[src/hw/irp_pkg.sv]
// Package with the register map, field layout and reset values of the priority bank.
// Operation
// Bits 7:4 of the priority register rank reference input fourteen; zero removes it.
// Bits 3:0 of the priority register rank reference input thirteen; zero removes it.
// Main and secondary paths keep separate priority copies, resetting to FE and 00.
// Bit 4 of the path-select register picks which copy the priority register reaches.
// Bits 5:4 of the input one register pick one of four leaky-bucket profiles.
// Other input one bits are written as zero, the input is 8 kHz only, reset is zero.
package irp_pkg;

    // Register indices; the byte address is four times the index.
    localparam logic [9:0] IDX_PRIO     = 10'h01E;
    localparam logic [9:0] IDX_MON_CFG  = 10'h020;
    localparam logic [9:0] IDX_PATH_SEL = 10'h04B;

    // Field positions.
    localparam int PRIO14_LSB   = 4;
    localparam int PRIO13_LSB   = 0;
    localparam int PROFILE_LSB  = 4;
    localparam int PATH_SEL_BIT = 4;

    // Reset values.
    localparam logic [7:0] PRIO_MAIN_RST = 8'hFE;
    localparam logic [7:0] PRIO_SEC_RST  = 8'h00;
    localparam logic [1:0] PROFILE_RST   = 2'h0;
    localparam logic       PATH_SEL_RST  = 1'b0;

    // Input one runs at this frame rate only.
    localparam int MON_FREQ_KHZ = 8;

    // AXI responses.
    localparam logic [1:0] RESP_OKAY   = 2'h0;
    localparam logic [1:0] RESP_SLVERR = 2'h2;

endpackage

[src/hw/irp_bank.sv]
// AXI4-Lite register bank for input thirteen/fourteen priorities and input one monitor setup.
`timescale 1ns/1ns
module irp_bank #(
    parameter int ADDR_W = 12
) (
    // Clock, reset and enable.
    input  wire logic              aclk,
    input  wire logic              aresetn,
    input  wire logic              ce,
    // AXI4-Lite write address channel.
    input  wire logic [ADDR_W-1:0] s_axi_awaddr,
    input  wire logic              s_axi_awvalid,
    output logic                   s_axi_awready,
    // AXI4-Lite write data channel.
    input  wire logic [31:0]       s_axi_wdata,
    input  wire logic [3:0]        s_axi_wstrb,
    input  wire logic              s_axi_wvalid,
    output logic                   s_axi_wready,
    // AXI4-Lite write response channel.
    output logic      [1:0]        s_axi_bresp,
    output logic                   s_axi_bvalid,
    input  wire logic              s_axi_bready,
    // AXI4-Lite read address channel.
    input  wire logic [ADDR_W-1:0] s_axi_araddr,
    input  wire logic              s_axi_arvalid,
    output logic                   s_axi_arready,
    // AXI4-Lite read data channel.
    output logic      [31:0]       s_axi_rdata,
    output logic      [1:0]        s_axi_rresp,
    output logic                   s_axi_rvalid,
    input  wire logic              s_axi_rready,
    // Priorities for the main timing path selection engine.
    output logic      [3:0]        main_prio_thirteen,
    output logic      [3:0]        main_prio_fourteen,
    // Priorities for the secondary timing path selection engine.
    output logic      [3:0]        sec_prio_thirteen,
    output logic      [3:0]        sec_prio_fourteen,
    // Input one activity monitor setup and the current path copy selection.
    output logic      [1:0]        input_one_monitor_profile,
    output logic                   path_copy_select
);

    typedef struct packed {
        logic              aw_rdy;
        logic              w_rdy;
        logic              ar_rdy;
        logic              aw_have;
        logic              w_have;
        logic [ADDR_W-1:0] waddr;
        logic [7:0]        wbyte;
        logic              wlane0;
        logic              bvalid;
        logic [1:0]        bresp;
        logic              rvalid;
        logic [1:0]        rresp;
        logic [7:0]        rbyte;
        logic              sel_sec;
        logic [1:0]        profile;
    } irp_bank_s;

    irp_bank_s s_reg;
    irp_bank_s s_next;

    // Write enables and read views of the two path copies.
    logic       we_main;
    logic       we_sec;
    logic [3:0] main13;
    logic [3:0] main14;
    logic [3:0] sec13;
    logic [3:0] sec14;
    logic [9:0] widx;
    logic [9:0] ridx;
    logic       wfire;
    logic [7:0] prio_view;

    assign widx  = s_reg.waddr[11:2];
    assign ridx  = s_axi_araddr[11:2];
    assign wfire = s_reg.aw_have && s_reg.w_have && !s_reg.bvalid;

    // The path-select bit steers writes of the priority register to one copy only.
    assign we_main = wfire && s_reg.wlane0 && (widx == irp_pkg::IDX_PRIO)
                     && !s_reg.sel_sec;
    assign we_sec  = wfire && s_reg.wlane0 && (widx == irp_pkg::IDX_PRIO)
                     && s_reg.sel_sec;

    // Reads of the priority register show the copy that the path-select bit names.
    assign prio_view = s_reg.sel_sec ? {sec14, sec13} : {main14, main13};

    // Main timing path copy, reset to FE.
    irp_prio_copy #(
        .RESET_VAL (irp_pkg::PRIO_MAIN_RST)
    ) u_main (
        .aclk          (aclk),
        .aresetn       (aresetn),
        .ce            (ce),
        .we            (we_main),
        .wdata         (s_reg.wbyte),
        .prio_thirteen (main13),
        .prio_fourteen (main14)
    );

    // Secondary timing path copy, reset to zero.
    irp_prio_copy #(
        .RESET_VAL (irp_pkg::PRIO_SEC_RST)
    ) u_sec (
        .aclk          (aclk),
        .aresetn       (aresetn),
        .ce            (ce),
        .we            (we_sec),
        .wdata         (s_reg.wbyte),
        .prio_thirteen (sec13),
        .prio_fourteen (sec14)
    );

    // Bus slave: address and data are caught in either order, then written together.
    always_comb begin
        s_next = s_reg;
        // Write address capture.
        if (s_reg.aw_rdy && s_axi_awvalid) begin
            s_next.aw_have = 1'b1;
            s_next.aw_rdy  = 1'b0;
            s_next.waddr   = s_axi_awaddr;
        end
        // Write data capture; only the low byte lane carries register bits.
        if (s_reg.w_rdy && s_axi_wvalid) begin
            s_next.w_have = 1'b1;
            s_next.w_rdy  = 1'b0;
            s_next.wbyte  = s_axi_wdata[7:0];
            s_next.wlane0 = s_axi_wstrb[0];
        end
        // Register update once both halves are held.
        if (wfire) begin
            s_next.aw_have = 1'b0;
            s_next.w_have  = 1'b0;
            s_next.bvalid  = 1'b1;
            s_next.bresp   = irp_pkg::RESP_OKAY;
            case (widx)
                irp_pkg::IDX_PRIO: begin
                    s_next.bresp = irp_pkg::RESP_OKAY;
                end
                irp_pkg::IDX_MON_CFG: begin
                    // Only the profile field is stored; the other bits are kept at zero.
                    if (s_reg.wlane0) begin
                        s_next.profile = s_reg.wbyte[irp_pkg::PROFILE_LSB +: 2];
                    end
                end
                irp_pkg::IDX_PATH_SEL: begin
                    if (s_reg.wlane0) begin
                        s_next.sel_sec = s_reg.wbyte[irp_pkg::PATH_SEL_BIT];
                    end
                end
                default: begin
                    s_next.bresp = irp_pkg::RESP_SLVERR;
                end
            endcase
        end
        // Write response handshake reopens both write channels.
        if (s_reg.bvalid && s_axi_bready) begin
            s_next.bvalid = 1'b0;
            s_next.aw_rdy = 1'b1;
            s_next.w_rdy  = 1'b1;
        end
        // Read address taken; data is answered on the next cycle.
        if (s_reg.ar_rdy && s_axi_arvalid) begin
            s_next.ar_rdy = 1'b0;
            s_next.rvalid = 1'b1;
            s_next.rresp  = irp_pkg::RESP_OKAY;
            case (ridx)
                irp_pkg::IDX_PRIO: begin
                    s_next.rbyte = prio_view;
                end
                irp_pkg::IDX_MON_CFG: begin
                    s_next.rbyte = {2'h0, s_reg.profile, 4'h0};
                end
                irp_pkg::IDX_PATH_SEL: begin
                    s_next.rbyte = {3'h0, s_reg.sel_sec, 4'h0};
                end
                default: begin
                    s_next.rbyte = 8'h00;
                    s_next.rresp = irp_pkg::RESP_SLVERR;
                end
            endcase
        end
        // Read data handshake reopens the read address channel.
        if (s_reg.rvalid && s_axi_rready) begin
            s_next.rvalid = 1'b0;
            s_next.ar_rdy = 1'b1;
        end
    end

    // State register; reset acts on any rising clock edge whatever the enable, the clock enable freezes everything else while low.
    always_ff @(posedge aclk) begin
        if (!aresetn) begin
            s_reg         <= '0;
            s_reg.aw_rdy  <= 1'b1;
            s_reg.w_rdy   <= 1'b1;
            s_reg.ar_rdy  <= 1'b1;
            s_reg.sel_sec <= irp_pkg::PATH_SEL_RST;
            s_reg.profile <= irp_pkg::PROFILE_RST;
        end else if (ce) begin
            s_reg <= s_next;
        end
    end

    // Bus outputs straight from the state register.
    assign s_axi_awready = s_reg.aw_rdy;
    assign s_axi_wready  = s_reg.w_rdy;
    assign s_axi_bvalid  = s_reg.bvalid;
    assign s_axi_bresp   = s_reg.bresp;
    assign s_axi_arready = s_reg.ar_rdy;
    assign s_axi_rvalid  = s_reg.rvalid;
    assign s_axi_rresp   = s_reg.rresp;
    assign s_axi_rdata   = {24'h000000, s_reg.rbyte};

    // Configuration outputs from the copies and the local fields.
    assign main_prio_thirteen        = main13;
    assign main_prio_fourteen        = main14;
    assign sec_prio_thirteen         = sec13;
    assign sec_prio_fourteen         = sec14;
    assign input_one_monitor_profile = s_reg.profile;
    assign path_copy_select          = s_reg.sel_sec;

endmodule

[src/hw/irp_prio_copy.sv]
// One path copy of the input thirteen and fourteen priority register.
`timescale 1ns/1ns
module irp_prio_copy #(
    parameter logic [7:0] RESET_VAL = 8'h00
) (
    // Clock, reset and enable.
    input  wire logic       aclk,
    input  wire logic       aresetn,
    input  wire logic       ce,
    // Write port from the bus slave.
    input  wire logic       we,
    input  wire logic [7:0] wdata,
    // Stored priorities.
    output logic      [3:0] prio_thirteen,
    output logic      [3:0] prio_fourteen
);

    typedef struct packed {
        logic [3:0] fourteen;
        logic [3:0] thirteen;
    } irp_copy_s;

    irp_copy_s s_reg;
    irp_copy_s s_next;

    // A write replaces both nibbles; zero in a nibble drops that input from selection.
    always_comb begin
        s_next = s_reg;
        if (we) begin
            s_next.fourteen = wdata[irp_pkg::PRIO14_LSB +: 4];
            s_next.thirteen = wdata[irp_pkg::PRIO13_LSB +: 4];
        end
    end

    // State register with its own reset value per path.
    always_ff @(posedge aclk) begin
        if (!aresetn) begin
            s_reg <= RESET_VAL;
        end else if (ce) begin
            s_reg <= s_next;
        end
    end

    assign prio_thirteen = s_reg.thirteen;
    assign prio_fourteen = s_reg.fourteen;

endmodule

[config.mk]
export PLATFORM = sky130hd
export DESIGN_NAME = irp_bank
export DESIGN_NICKNAME = d
export VERILOG_FILES = /design/src/hw/irp_pkg.sv /design/src/hw/irp_bank.sv /design/src/hw/irp_prio_copy.sv
export SDC_FILE = /design/constraint.sdc
export NUM_CORES = 1
export LEC_CHECK = 0
export ABC_AREA = 1
export ABC_CLOCK_PERIOD_IN_PS = 1670
export BUFFER_PORTS_ARGS = -buffer_cell sky130_fd_sc_hd__buf_2
export CAP_MARGIN = 15
export CORE_MARGIN = 2
export CORE_UTILIZATION = 46
export CTS_CLUSTER_SIZE = 14
export DETAILED_ROUTE_END_ITERATION = 8
export MAX_ROUTING_LAYER = met4
export PLACE_DENSITY = 0.8
export SYNTH_ARGS = -nofsm -noshare
export SYNTH_HDL_FRONTEND = slang
export SYNTH_SLANG_ARGS = --single-unit
[constraint.sdc]
create_clock -name aclk -period 1.67 [get_ports aclk]
set_clock_uncertainty 0.1 [all_clocks]
set_input_delay 0.167 -clock aclk [delete_from_list [all_inputs] [get_ports aclk]]
set_output_delay 0.167 -clock aclk [all_outputs]
set_load 0.005 [all_outputs]
Word level (Yosys, flattened, before mapping)
Index checks and enable logic that the tools add are counted.
{ "word_totals": {"regBits": 59, "inputBits": 68, "output_inout_bits": 60, "wordCells": 76} }
{ "classes": {"eq_ne": 6, "muxes": 16, "n_reduce_logical": 35} }
{ "op_table": {"columns": ["operator", "n"], "rows": [
  ["one-hot mux 8 bit (3 select lines)", 1],
  ["AND reduction 2 bit", 12],
  ["== test 10 x 5 -> 1 bit (second input constant)", 2],
  ["== test 10 x 6 -> 1 bit (second input constant)", 2],
  ["== test 10 x 7 -> 1 bit (second input constant)", 2],
  ["nonzero test 2 bit", 6],
  ["logical AND 1 bit", 11],
  ["two-way mux 11 bit", 1],
  ["two-way mux 1 bit", 8],
  ["two-way mux 2 bit", 4],
  ["two-way mux 8 bit", 1],
  ["AND reduction 4 bit", 2],
  ["OR reduction 3 bit", 2],
  ["two-way mux 3 bit", 1],
  ["zero test 1 bit", 2]
]} }

Depth between registers and ports, before layout
Gate-level depths: netlist of the first run.
{ "logic_depth": {"word_depth": 6, "mapped_depth": 10, "mapped_depth_nobuf": 9} }

By module
From an unflattened synthesis of the first run, not the netlist that was laid out.
{ "hier_totals": {"cells_unflattened": 381, "hier_area_um2": 2748.9} }
{ "by_module_without_submodules": {"columns": ["mod", "instances", "cells_each", "area_each_um2", "seq_area_each_um2"], "rows": [
  ["irp_bank", 1, 292, 2065.7, 780.7],
  ["irp_prio_copy at u_sec", 1, 51, 347.8, 160.2],
  ["irp_prio_copy at u_main", 1, 38, 335.3, 160.2]
]} }

Least setup slack after synthesis of the first run
No wires, ideal clock.
{ "synth_timing": {"kind": "reg-to-reg", "startpoint": "reg s_reg (netlist bit s_axi_bvalid)", "endpoint": "reg u_sec.s_reg (netlist bit u_sec.prio_fourteen[1])", "setup_ns": 0.113, "t_arrival_ns": 1.140, "t_required_ns": 1.457, "slack_ns": 0.318, "stages_incl_launch_ff": 10, "path_buffers": 1, "period_less_slack_ns": 1.352, "cell_sequence": "dfxtp_1 inv_1 nand3_1 nor2_4 nand2_2 clkinv_2 nand3_4 buf_6 nor2_1 nor2_1"} }
{ "synth_via": {"elab_chain_cells": 6} }
{ "synth_rtl": {"columns": ["item", "line_no", "source"], "rows": [
  ["from (decl)", "irp_bank.sv:61", "irp_bank_s s_reg;"],
  ["from (signal assigned)", "irp_bank.sv:201", "s_reg <= s_next;"],
  ["zero test 1 bit", "irp_bank.sv:78", "assign wfire = s_reg.aw_have && s_reg.w_have && !s_reg.bvalid;"],
  ["logical AND 1 bit", "irp_bank.sv:78", null],
  ["logical AND 1 bit (2 in series)", "irp_bank.sv:83", "assign we_sec = wfire && s_reg.wlane0 && (widx == irp_pkg::IDX_PRIO)"],
  ["logical AND 1 bit", "irp_bank.sv:84", "&& s_reg.sel_sec;"],
  ["AND reduction 2 bit (no source line)", null, null],
  ["to (signal assigned)", "irp_prio_copy.sv:40", "s_reg <= s_next;"],
  ["to (decl)", "irp_prio_copy.sv:23", "irp_copy_s s_reg;"]
]} }
Every way passes these cells.
A chain may end at the register's enable or synchronous reset.

Final worst setup path of the first run
{ "layout_timing": {"startpoint": "reg s_reg[33] in the netlist's numbering", "endpoint": "reg u_main.s_reg (netlist bit u_main.prio_fourteen[3])"} }
{ "layout_via": {"elab_chain_cells": 4} }
{ "layout_rtl": {"columns": ["item", "line_no", "source"], "rows": [
  ["== test 10 x 5 -> 1 bit", "irp_bank.sv:81", "assign we_main = wfire && s_reg.wlane0 && (widx == irp_pkg::IDX_PRIO)"],
  ["logical AND 1 bit", "irp_bank.sv:81", null],
  ["logical AND 1 bit", "irp_bank.sv:82", "&& !s_reg.sel_sec;"],
  ["AND reduction 2 bit (no source line)", null, null],
  ["to (signal assigned)", "irp_prio_copy.sv:40", null],
  ["to (decl)", "irp_prio_copy.sv:23", null]
]} }
Every way passes these cells.

==> results of run 1 <==
-- per-stage QoR --
| stage | area [um^2] | std cells | worst slack [ns] |
|---|---|---|---|
| floorplan | 2770 | 402 | 0.318 |
| global placement | 2900 | 500 | 0.233 |
| detailed placement | 2900 | 500 | 0.199 |
| CTS | 3090 | 515 | 0.150 |
| global route | 3090 | 515 | 0.00370 |
| finish | 3090 | 515 | 0.157 |
-- what timing repair did --
| action | 4_1_cts | 5_1_grt |
|---|---|---|
| hold buffers | 7 | 0 |
| setup buffers | 0 | 0 |
| hold endpoints to repair | 7 | 0 |
-- cell families (layout without fill, tap and decap cells) --
group                  count (synthesis)  after routing
flip-flops                            55             55
buffers and inverters                 92            133
AND/OR/NAND/NOR                      172            172
other                                  1             26
AO/OA/AOI/OAI                         57             57
-- cells in the mapped netlist --
| library cell | n | area [um^2] |
|---|---|---|
| nor2_4 | 1 | 11.3 |
| nand2_1 | 89 | 334 |
| nand3_1 | 22 | 110 |
| buf_6 | 2 | 22.5 |
| o21ai_1 | 1 | 5.00 |
| a21oi_1 | 31 | 155 |
| nor2_2 | 1 | 6.26 |
| nor2_8 | 1 | 20.0 |
| clkbuf_1 | 8 | 30.0 |
| nand4_2 | 1 | 12.5 |
| clkinv_2 | 1 | 5.00 |
| conb_1 | 1 | 3.75 |
| inv_2 | 1 | 3.75 |
| nor3_1 | 2 | 10.0 |
| inv_1 | 40 | 150 |
| nand3_4 | 1 | 17.5 |
| o21a_1 | 1 | 7.51 |
| nor2_1 | 38 | 143 |
| nand2_2 | 3 | 18.8 |
| nand3_2 | 2 | 20.0 |
| dfxtp_1 | 55 | 1100 |
| and2_1 | 1 | 6.26 |
| o21ai_0 | 24 | 120 |
| nand4_1 | 10 | 62.6 |
| buf_4 | 40 | 300 |
-- routing by layer --
layer / vias to the layer above / share of wire [%] / track usage [%]
li1: 1258 / - / -
met1: 1033 / 41 / 22.4
met2: 101 / 48 / 31.5
met3: 11 / 9.2 / 3.82
met4: 0 / 1.7 / 7.63
met5: - / 0 / -
-- report_power, final --
part / leakage (nW) / total (mW) / internal (mW) / switching [mW]
Combinational: 1.08 / 0.231 / 0.0933 / 0.138
Sequential: 0.448 / 1.39 / 1.35 / 0.0327
Clock: 0.0618 / 0.930 / 0.494 / 0.436
Total: 1.59 / 2.55 / 1.94 / 0.606
-- final timing paths --
path	endpoint	slack (ns)	startpoint	cells after the start
max	u_main.prio_fourteen[3]	0.16	s_reg[33]	6
min	s_axi_bvalid	0.04	s_axi_bready	4
max reg2reg	u_main.prio_fourteen[3]	0.16	s_reg[33]	6
min reg2reg	s_reg[17]	0.36	s_reg[17]	2
-- worst register-to-register path, delay by kind of cell, from the launching register on --
family | cells | cell delay [ns]
AND/OR/NAND/NOR | 6 | 0.97
flip-flops | 1 | 0.34
-- cell type report --
cell class                 count  area share (%)
multi-input combinational    255            37.4
sequential                    55            35.6
timing repair buffer          83            15.0
inverter                      42            5.14
tap                           72            2.91
clock buffer                   6            2.67
clock inverter                 2            1.25
==> impl_metrics.tcl, run 1 <==
set metrics [dict create \
    critPathLaunchType "register" \
    synthXorXnorAreaFrac_pct 0 \
    slew_viol_final 0 \
    cp_top_family "simple AND/OR/NAND/NOR gates" \
    worstPathMaxFanout 10 \
    netlist_area_um2 2680 \
    path_cells "nor2_1 -> nand4_2 -> nor2_8 -> nand3_2 -> nand2_1 -> nand3_1" \
    mostFrequentLayoutCell "nand2_1" \
    finalSetupViolations 0 \
    grt_max_degree 23 \
    synth.mux.area_fraction_pct 0 \
    crit_arrival_ns 1.60 \
    fin_nets 510 \
    clockRootBuffer "clkbuf_8" \
    netlist_instances 377 \
    track_usage_pct 18.9 \
    largest_reg_flops 21 \
    finalPower_mw 2.55 \
    clock-sinks 55 \
    grt.overflow.total 0 \
    rows 27 \
    power_leakage_nw 1.59 \
    path_buf_inv 0 \
    layout-drive-gt1-share_pct 21.7 \
    fin_crit_sh_pct 90.6 \
    path_class "reg2reg" \
    synth_top_family_by_area "simple AND/OR/NAND/NOR gates" \
    clk_pin_slew_ns 0.10 \
    synth-seq-cells 55 \
    die_area_um2 6440 \
    core_region_area_um2 5570 \
    antenna_found_initial 0 \
    rsz0062_at_grt "no" \
    synth_simple_gate_area_share_pct 28.8 \
    cp_slowest_cell "dfxtp_1" \
    min_path_type "in2reg" \
    die_x_um 80.3 \
    p_per_area_nw_per_um2 823 \
    final_antenna_net_count 0 \
    grt_pass1_wl_um 9450 \
    status "finished clean" \
    hpwl_um 4280 \
    gp_congestion 0.830 \
    post_cts_resized 0 \
    cpPeakStageDelay_ns 0.34 \
    mostFrequentLayoutCells "nand2_1 (89), buf_2 (70), dfxtp_1 (55), inv_1 (40), nor2_1 (38)" \
    antennaDiodeCount 0 \
    post_drt_via_cell_ratio 4.67 \
    grt_pass1_vias 2197 \
    nFillCells 540 \
    portBuffers 70 \
    drc 0 \
    avgSynthCellArea_um2 7.10 \
    cts_tree "done" \
    totalWireLength_um 5700 \
    boundaryPins 128 \
    ys_types 25 \
    multi_input_comb_area_um2 1160 \
    clock.fmax_mhz 661 \
    cts_inserted_buffers 5 \
    vdd_drop_max_v 0.000593 \
    yosys_warnings 0 \
    fin_crit_ns 1.51 \
    cts-root-to-sink-buffers 2 \
    drt_iter0_markers 74 \
    initial_utilization_pct 48.0 \
    clock_latency_ns 0.30 \
    vias 2403 \
    finish.utilization_pct 55.5 \
    synth_compound_area_share_pct 10.8 \
    fin_tns_setup_ns 0 \
    area_growth_pct 15.6 \
    cp-end-kind "register" \
    dieHeight_um 80.3 \
    synth_seq_area_share_pct 41.1 \
    drv_cap 0 \
    regArea_um2 1100 \
    critPathRequiredTime_ns 1.76 \
    avgRoutedWirePerCell_um 11.1 \
    ctsHtreeMaxLevel 2 \
    synth_adder_area_share_pct 0 \
    fin_hold_ws_ns 0.0404 \
    hold_viol 0 \
    firstDrtPassIters 4 \
]
No activity file was read; power rests on OpenSTA's default activity.
==> inputs of run 2 (changes only) <==
CORE_MARGIN = unset   (was 2)
PLACE_DENSITY = unset   (was 0.8)
PLACE_DENSITY_LB_ADDON = 0.25   (was unset)
==> run 2 against run 1 <==
Compared with the run above: sequential share of layout area is 0.33 points higher; fmax down 0.11%; total power fell by 3.8%; cell count fell by 0.39%; sequential power about the same; setup slack got worse by 0.0016 ns; routed wire length is 5.1% lower; critical path type unchanged; critical endpoint is now u_sec.prio_thirteen[0]; highest routed layer unchanged.
==> impl_metrics.tcl, run 2 (synthesized netlist as in run 1, its figures left out) <==
set metrics [dict create \
    status "finished clean" \
    die_area_um2 6130 \
    cts_setup_buffers 0 \
    largest_reg_flops 21 \
    fin_nets 509 \
    vias 2338 \
    cts-root-to-sink-buffers 2 \
    clk_pin_slew_ns 0.09 \
    hpwl_um 4030 \
    vdd_drop_max_v 0.000461 \
    place_area_um2 2900 \
    layout-drive-gt1-share_pct 21.5 \
    worst_slack_ns 0.155 \
    hold_path_depth 3 \
    rrSetupSlack_ns 0.16 \
    grt_max_degree 23 \
    nFillCells 568 \
    gp_congestion 0.834 \
    mostFrequentLayoutCell "nand2_1" \
    hold_viol 0 \
    whs_endpoint "s_reg[24]" \
    r2r_start "s_reg[31]" \
    grt_pass1_vias 2056 \
    drt_iter0_markers 73 \
    area_growth_pct 14.5 \
    hp-start "s_axi_wdata[6]" \
    rows 27 \
    antenna_found_initial 0 \
    clockRootBuffer "clkbuf_8" \
    worstPathMaxFanout 11 \
    cp-end-kind "register" \
    mostFrequentLayoutCells "nand2_1 (89), buf_2 (70), dfxtp_1 (55), inv_1 (40), nor2_1 (38)" \
    r2r_cells 8 \
    drc 0 \
    clock-sinks 55 \
    post_drt_via_cell_ratio 4.56 \
    firstDrtPassIters 4 \
    clock.fmax_mhz 660 \
    critPathRequiredTime_ns 1.81 \
    totalWireLength_um 5410 \
    dieHeight_um 78.3 \
    initial_utilization_pct 48.3 \
    drv_cap 0 \
    post_cts_resized 0 \
    grt.overflow.total 0 \
    regArea_um2 1100 \
    p_per_area_nw_per_um2 799 \
    fin_tns_setup_ns 0 \
    rsz0062_at_grt "no" \
    instances_no_fill 513 \
    clock_latency_ns 0.30 \
    track_usage_pct 18.9 \
    path_class "reg2reg" \
    finish.utilization_pct 55.3 \
    fin_crit_ns 1.51 \
    pre_cts_ws_ns 0.197 \
    power_leakage_nw 1.57 \
    antennaDiodeCount 0 \
    portBuffers 70 \
    cts_inserted_buffers 5 \
    boundaryPins 128 \
    core_region_area_um2 5540 \
    avgRoutedWirePerCell_um 10.6 \
    critPathLaunchType "register" \
    crit_arrival_ns 1.66 \
    slew_viol_final 0 \
    final_antenna_net_count 0 \
    die_x_um 78.3 \
    ctsHtreeMaxLevel 2 \
    min_path_type "in2reg" \
    multi_input_comb_area_um2 1170 \
    grt_pass1_wl_um 9030 \
    finalSetupViolations 0 \
    fin_area_um2 3070 \
    fin_crit_sh_pct 90.7 \
    r2r-end "u_sec.prio_thirteen[0]" \
    cts_tree "done" \
    placed_cells 500 \
    startpoint "s_reg[31]" \
]
==> run 2: per-layer routing <==
layer / vias to the layer above / part of all wire [%] / GRT usage, %
met5: - / 0 / -
met4: 0 / 0.98 / 5.74
met3: 6 / 6.0 / 4.65
met2: 73 / 45 / 30.8
met1: 1003 / 49 / 23.1
li1: 1256 / - / -
==> run 2: where the power goes <==
part	internal (mW)	switching, mW
Sequential	1.35	0.0317
Combinational	0.0903	0.135
Clock	0.440	0.399
Total	1.88	0.565
==> run 2: critical path, cell delays in order (launching register included) <==
cell and delay [ns]:
dfxtp_1 0.38, nand2_1 0.07, inv_1 0.07, nand4_2 0.14, nor2_8 0.23, nand3_2 0.23, nand2_1 0.12, nand2_1 0.05
nor2_1 0.08
==> run 2: final cells by class <==
cell class                      instances  share of cell area, %
Clock inverter                          1                  0.980
Multi-Input combinational cell        256                   38.1
Tap cell                               72                   2.94
Inverter                               42                   5.18
Clock buffer                            6                   2.37
Timing Repair Buffer                   81                   14.5
Sequential cell                        55                   35.9
==> run 2: worst max-delay path by stage <==
stage / endpoint / cells past startpoint / slack [ns]
CTS: u_sec.prio_fourteen[0] / 7 / 0.16
detailed placement: u_sec.prio_thirteen[0] / 8 / 0.20
global placement: u_sec.prio_fourteen[2] / 7 / 0.22
global route: u_sec.prio_fourteen[3] / 7 / 0.02
finish: u_sec.prio_thirteen[0] / 8 / 0.16
floorplan: u_sec.prio_fourteen[1] / 9 / 0.32
==> run 2: through the flow <==
step                total power, mW  hold WS (ns)
floorplan                      1.59         0.212
global placement               1.63         0.321
detailed placement             1.63         0.322
CTS                            2.47      0.000678
global route                   2.55        0.0212
finish                         2.45        0.0167
==> run 2: what timing repair did <==
item | 4_1_cts | 5_1_grt
endpoints found under the setup margin | 0 | 1
hold buffers | 5 | 0
endpoints found under the hold margin | 5 | 0
==> inputs of run 3 (changes only) <==
ABC_AREA = 0   (was 1)
SETUP_SLACK_MARGIN = 0.4   (was unset)
==> run 3 against run 2 <==
Compared with the run above: area after synthesis is 1.6% lower; combinational power rose by 6%; register-to-register slack lost 0.06 ns; die area fell by 1.6%; sequential share of layout area is 2.1 points lower; first-iteration DRC count rose by 11%; largest cell class unchanged.
==> impl_metrics.tcl, run 3 <==
set metrics [dict create \
    status "finished clean" \
    synth_top_area_share_pct 41.8 \
    regArea_um2 1110 \
    initial_utilization_pct 47.8 \
    synth-seq-cells 55 \
    die_area_um2 6030 \
    min_path_type "in2reg" \
    synth.most_common_cell "nand2_1" \
    hpwl_um 4040 \
    core_region_area_um2 5510 \
    area_growth_pct 24.8 \
    post_drt_via_cell_ratio 4.81 \
    synth_flop_cell "dfxtp_1" \
    totalWireLength_um 5500 \
    power_leakage_nw 1.41 \
    async_reset_ff_share_pct 0 \
    fin_area_um2 3290 \
    vias 2158 \
    firstDrtPassIters 6 \
    dieHeight_um 77.7 \
    largest_reg_flops 21 \
    clock-sinks 55 \
    final_antenna_net_count 0 \
    grt_max_degree 27 \
    yosys_warnings 0 \
    critPathLaunchType "register" \
    netlist_instances 302 \
    synth_seq_area_share_pct 41.8 \
    drt_iter0_markers 81 \
    place_area_um2 2970 \
    avgSynthCellArea_um2 8.72 \
    drv_cap 0 \
    grt.overflow.total 0 \
    mostFrequentLayoutCells "buf_2 (70), nand2_1 (63), dfxtp_1 (49), conb_1 (26)" \
    worstPathMaxFanout 8 \
    ctsHtreeMaxLevel 2 \
    critPathRequiredTime_ns 1.77 \
    cts_tree "done" \
    ys_types 35 \
    mostFrequentLayoutCell "buf_2" \
    antennaDiodeCount 0 \
    ys_top_cells_by_area "dfxtp_1 (42%), buf_4 (11%), mux2i_1 (9.1%), nand2_1 (9.0%), a21boi_0 (6.3%)" \
    fin_tns_setup_ns 0 \
    track_usage_pct 18.6 \
    p_per_area_nw_per_um2 764 \
    die_x_um 77.7 \
    vdd_drop_max_v 0.000450 \
    cts_inserted_buffers 5 \
    synth_top_cell_by_area "dfxtp_1" \
    clockRootBuffer "clkbuf_8" \
    hold_viol 0 \
    slew_viol_final 0 \
    finish.utilization_pct 59.7 \
    fin_crit_ns 1.58 \
    fin_crit_sh_pct 94.4 \
    synth_edf_count 0 \
    fin_nets 444 \
    cp-end-kind "register" \
    cts-root-to-sink-buffers 2 \
    rsz0062_at_grt "yes" \
    clock_latency_ns 0.30 \
    synthTopCellsByCount "nand2_1 (63), dfxtp_1 (55), buf_4 (40), mux2i_1 (24), a21boi_0 (22)" \
    netlist_area_um2 2630 \
    grt_pass1_vias 1809 \
    drc 0 \
    path_class "reg2reg" \
    grt_pass1_wl_um 8560 \
    layout-drive-gt1-share_pct 33.7 \
    clock.fmax_mhz 635 \
    clk_pin_slew_ns 0.09 \
    multi_input_comb_area_um2 1400 \
    finalSetupViolations 0 \
    boundaryPins 128 \
    portBuffers 70 \
    gp_congestion 0.816 \
    antenna_found_initial 0 \
    nFillCells 507 \
    avgRoutedWirePerCell_um 12.2 \
    crit_arrival_ns 1.68 \
    rows 27 \
]
run 3: changes by cell type in the layout (fill, tap and decap cells not counted), moves of 4 or more:
cell / before / now
inv_1: 40 / 1
nor2_1: 38 / 5
a21oi_1: 31 / 2
nand2_1: 89 / 63
a21boi_0: 0 / 21
mux2i_1: 0 / 21
o21ai_0: 24 / 8
nand3_1: 22 / 7
nor2b_1: 0 / 12
nand4_1: 10 / 1
and2_1: 1 / 7
dfxtp_1: 55 / 49
dfxtp_2: 0 / 5
buf_4: 6 / 10
run 3: path summary, 6_finish.rpt:
check	start	to	slack, ns	depth (start not counted)
worst min-delay path	s_axi_awaddr[11]	s_reg[37]	0.007	3
worst max-delay path	s_reg[34]	u_sec.prio_thirteen[3]	0.09	6
worst min register to register	s_axi_rresp[1]	s_axi_rresp[1]	0.37	2
worst max register to register	s_reg[34]	u_sec.prio_thirteen[3]	0.09	6
run 3: cell families (layout without fill, tap and decap cells):
family          count (synthesis)  in the layout  synth area share, %
compound gates                 44             44                 11.5
buf+inv                        50            100                 12.8
other cells                     1             26                0.142
mux                            25             25                 9.55
flops                          55             55                 41.8
simple gates                  127            127                 24.2
run 3: area by class of cell:
type                       count  share of cell area [%]
multi-input combinational    222                    42.6
sequential                    55                    33.8
timing repair buffer          91                    17.2
tap                           72                    2.74
clock buffer                   6                    2.51
clock inverter                 2                    1.07
inverter                       1                   0.114
run 3: power by group:
part           total [mW]  internal, mW  switching [mW]
combinational       0.239         0.113           0.126
clock               0.898         0.485           0.413
sequential           1.37          1.34          0.0296
total                2.51          1.94           0.568
run 3: stage by stage:
| step | hold WS, ns | total power, mW | setup WS (ns) | instances |
|---|---|---|---|---|
| finish | 0.00694 | 2.51 | 0.0942 | 449 |
| global route | 0.00281 | 2.63 | 0.0196 | 449 |
| CTS | 0.000228 | 2.52 | 0.108 | 446 |
| detailed placement | 0.328 | 1.61 | 0.0526 | 432 |
| global placement | 0.317 | 1.61 | 0.0847 | 432 |
| floorplan | 0.212 | 1.56 | 0.0656 | 327 |
run 3: layer usage:
metal | share of wire (%) | vias up | track usage, % | routed length [um]
met5 | 0 | - | - | 0
met4 | 0.76 | 0 | 5.66 | 42
met3 | 6.0 | 5 | 4.47 | 329
met2 | 45 | 68 | 28.8 | 2490
met1 | 48 | 986 | 24.1 | 2630
li1 | - | 1099 | - | -
run 3: what timing repair did:
item,CTS,global route
pin swaps,3,10
setup endpoints to repair,28,46
gates resized for setup,14,23
hold endpoints to repair,4,1
buffers inserted,2,2
hold buffers,4,1
run 3: worst max-delay path: stages, from the launching register on:
cell and delay [ns]:
dfxtp_2 0.33, and4bb_2 0.33, nand3_2 0.10, nor3_4 0.21
buf_12 0.16, mux2i_2 0.19, nor2b_1 0.06
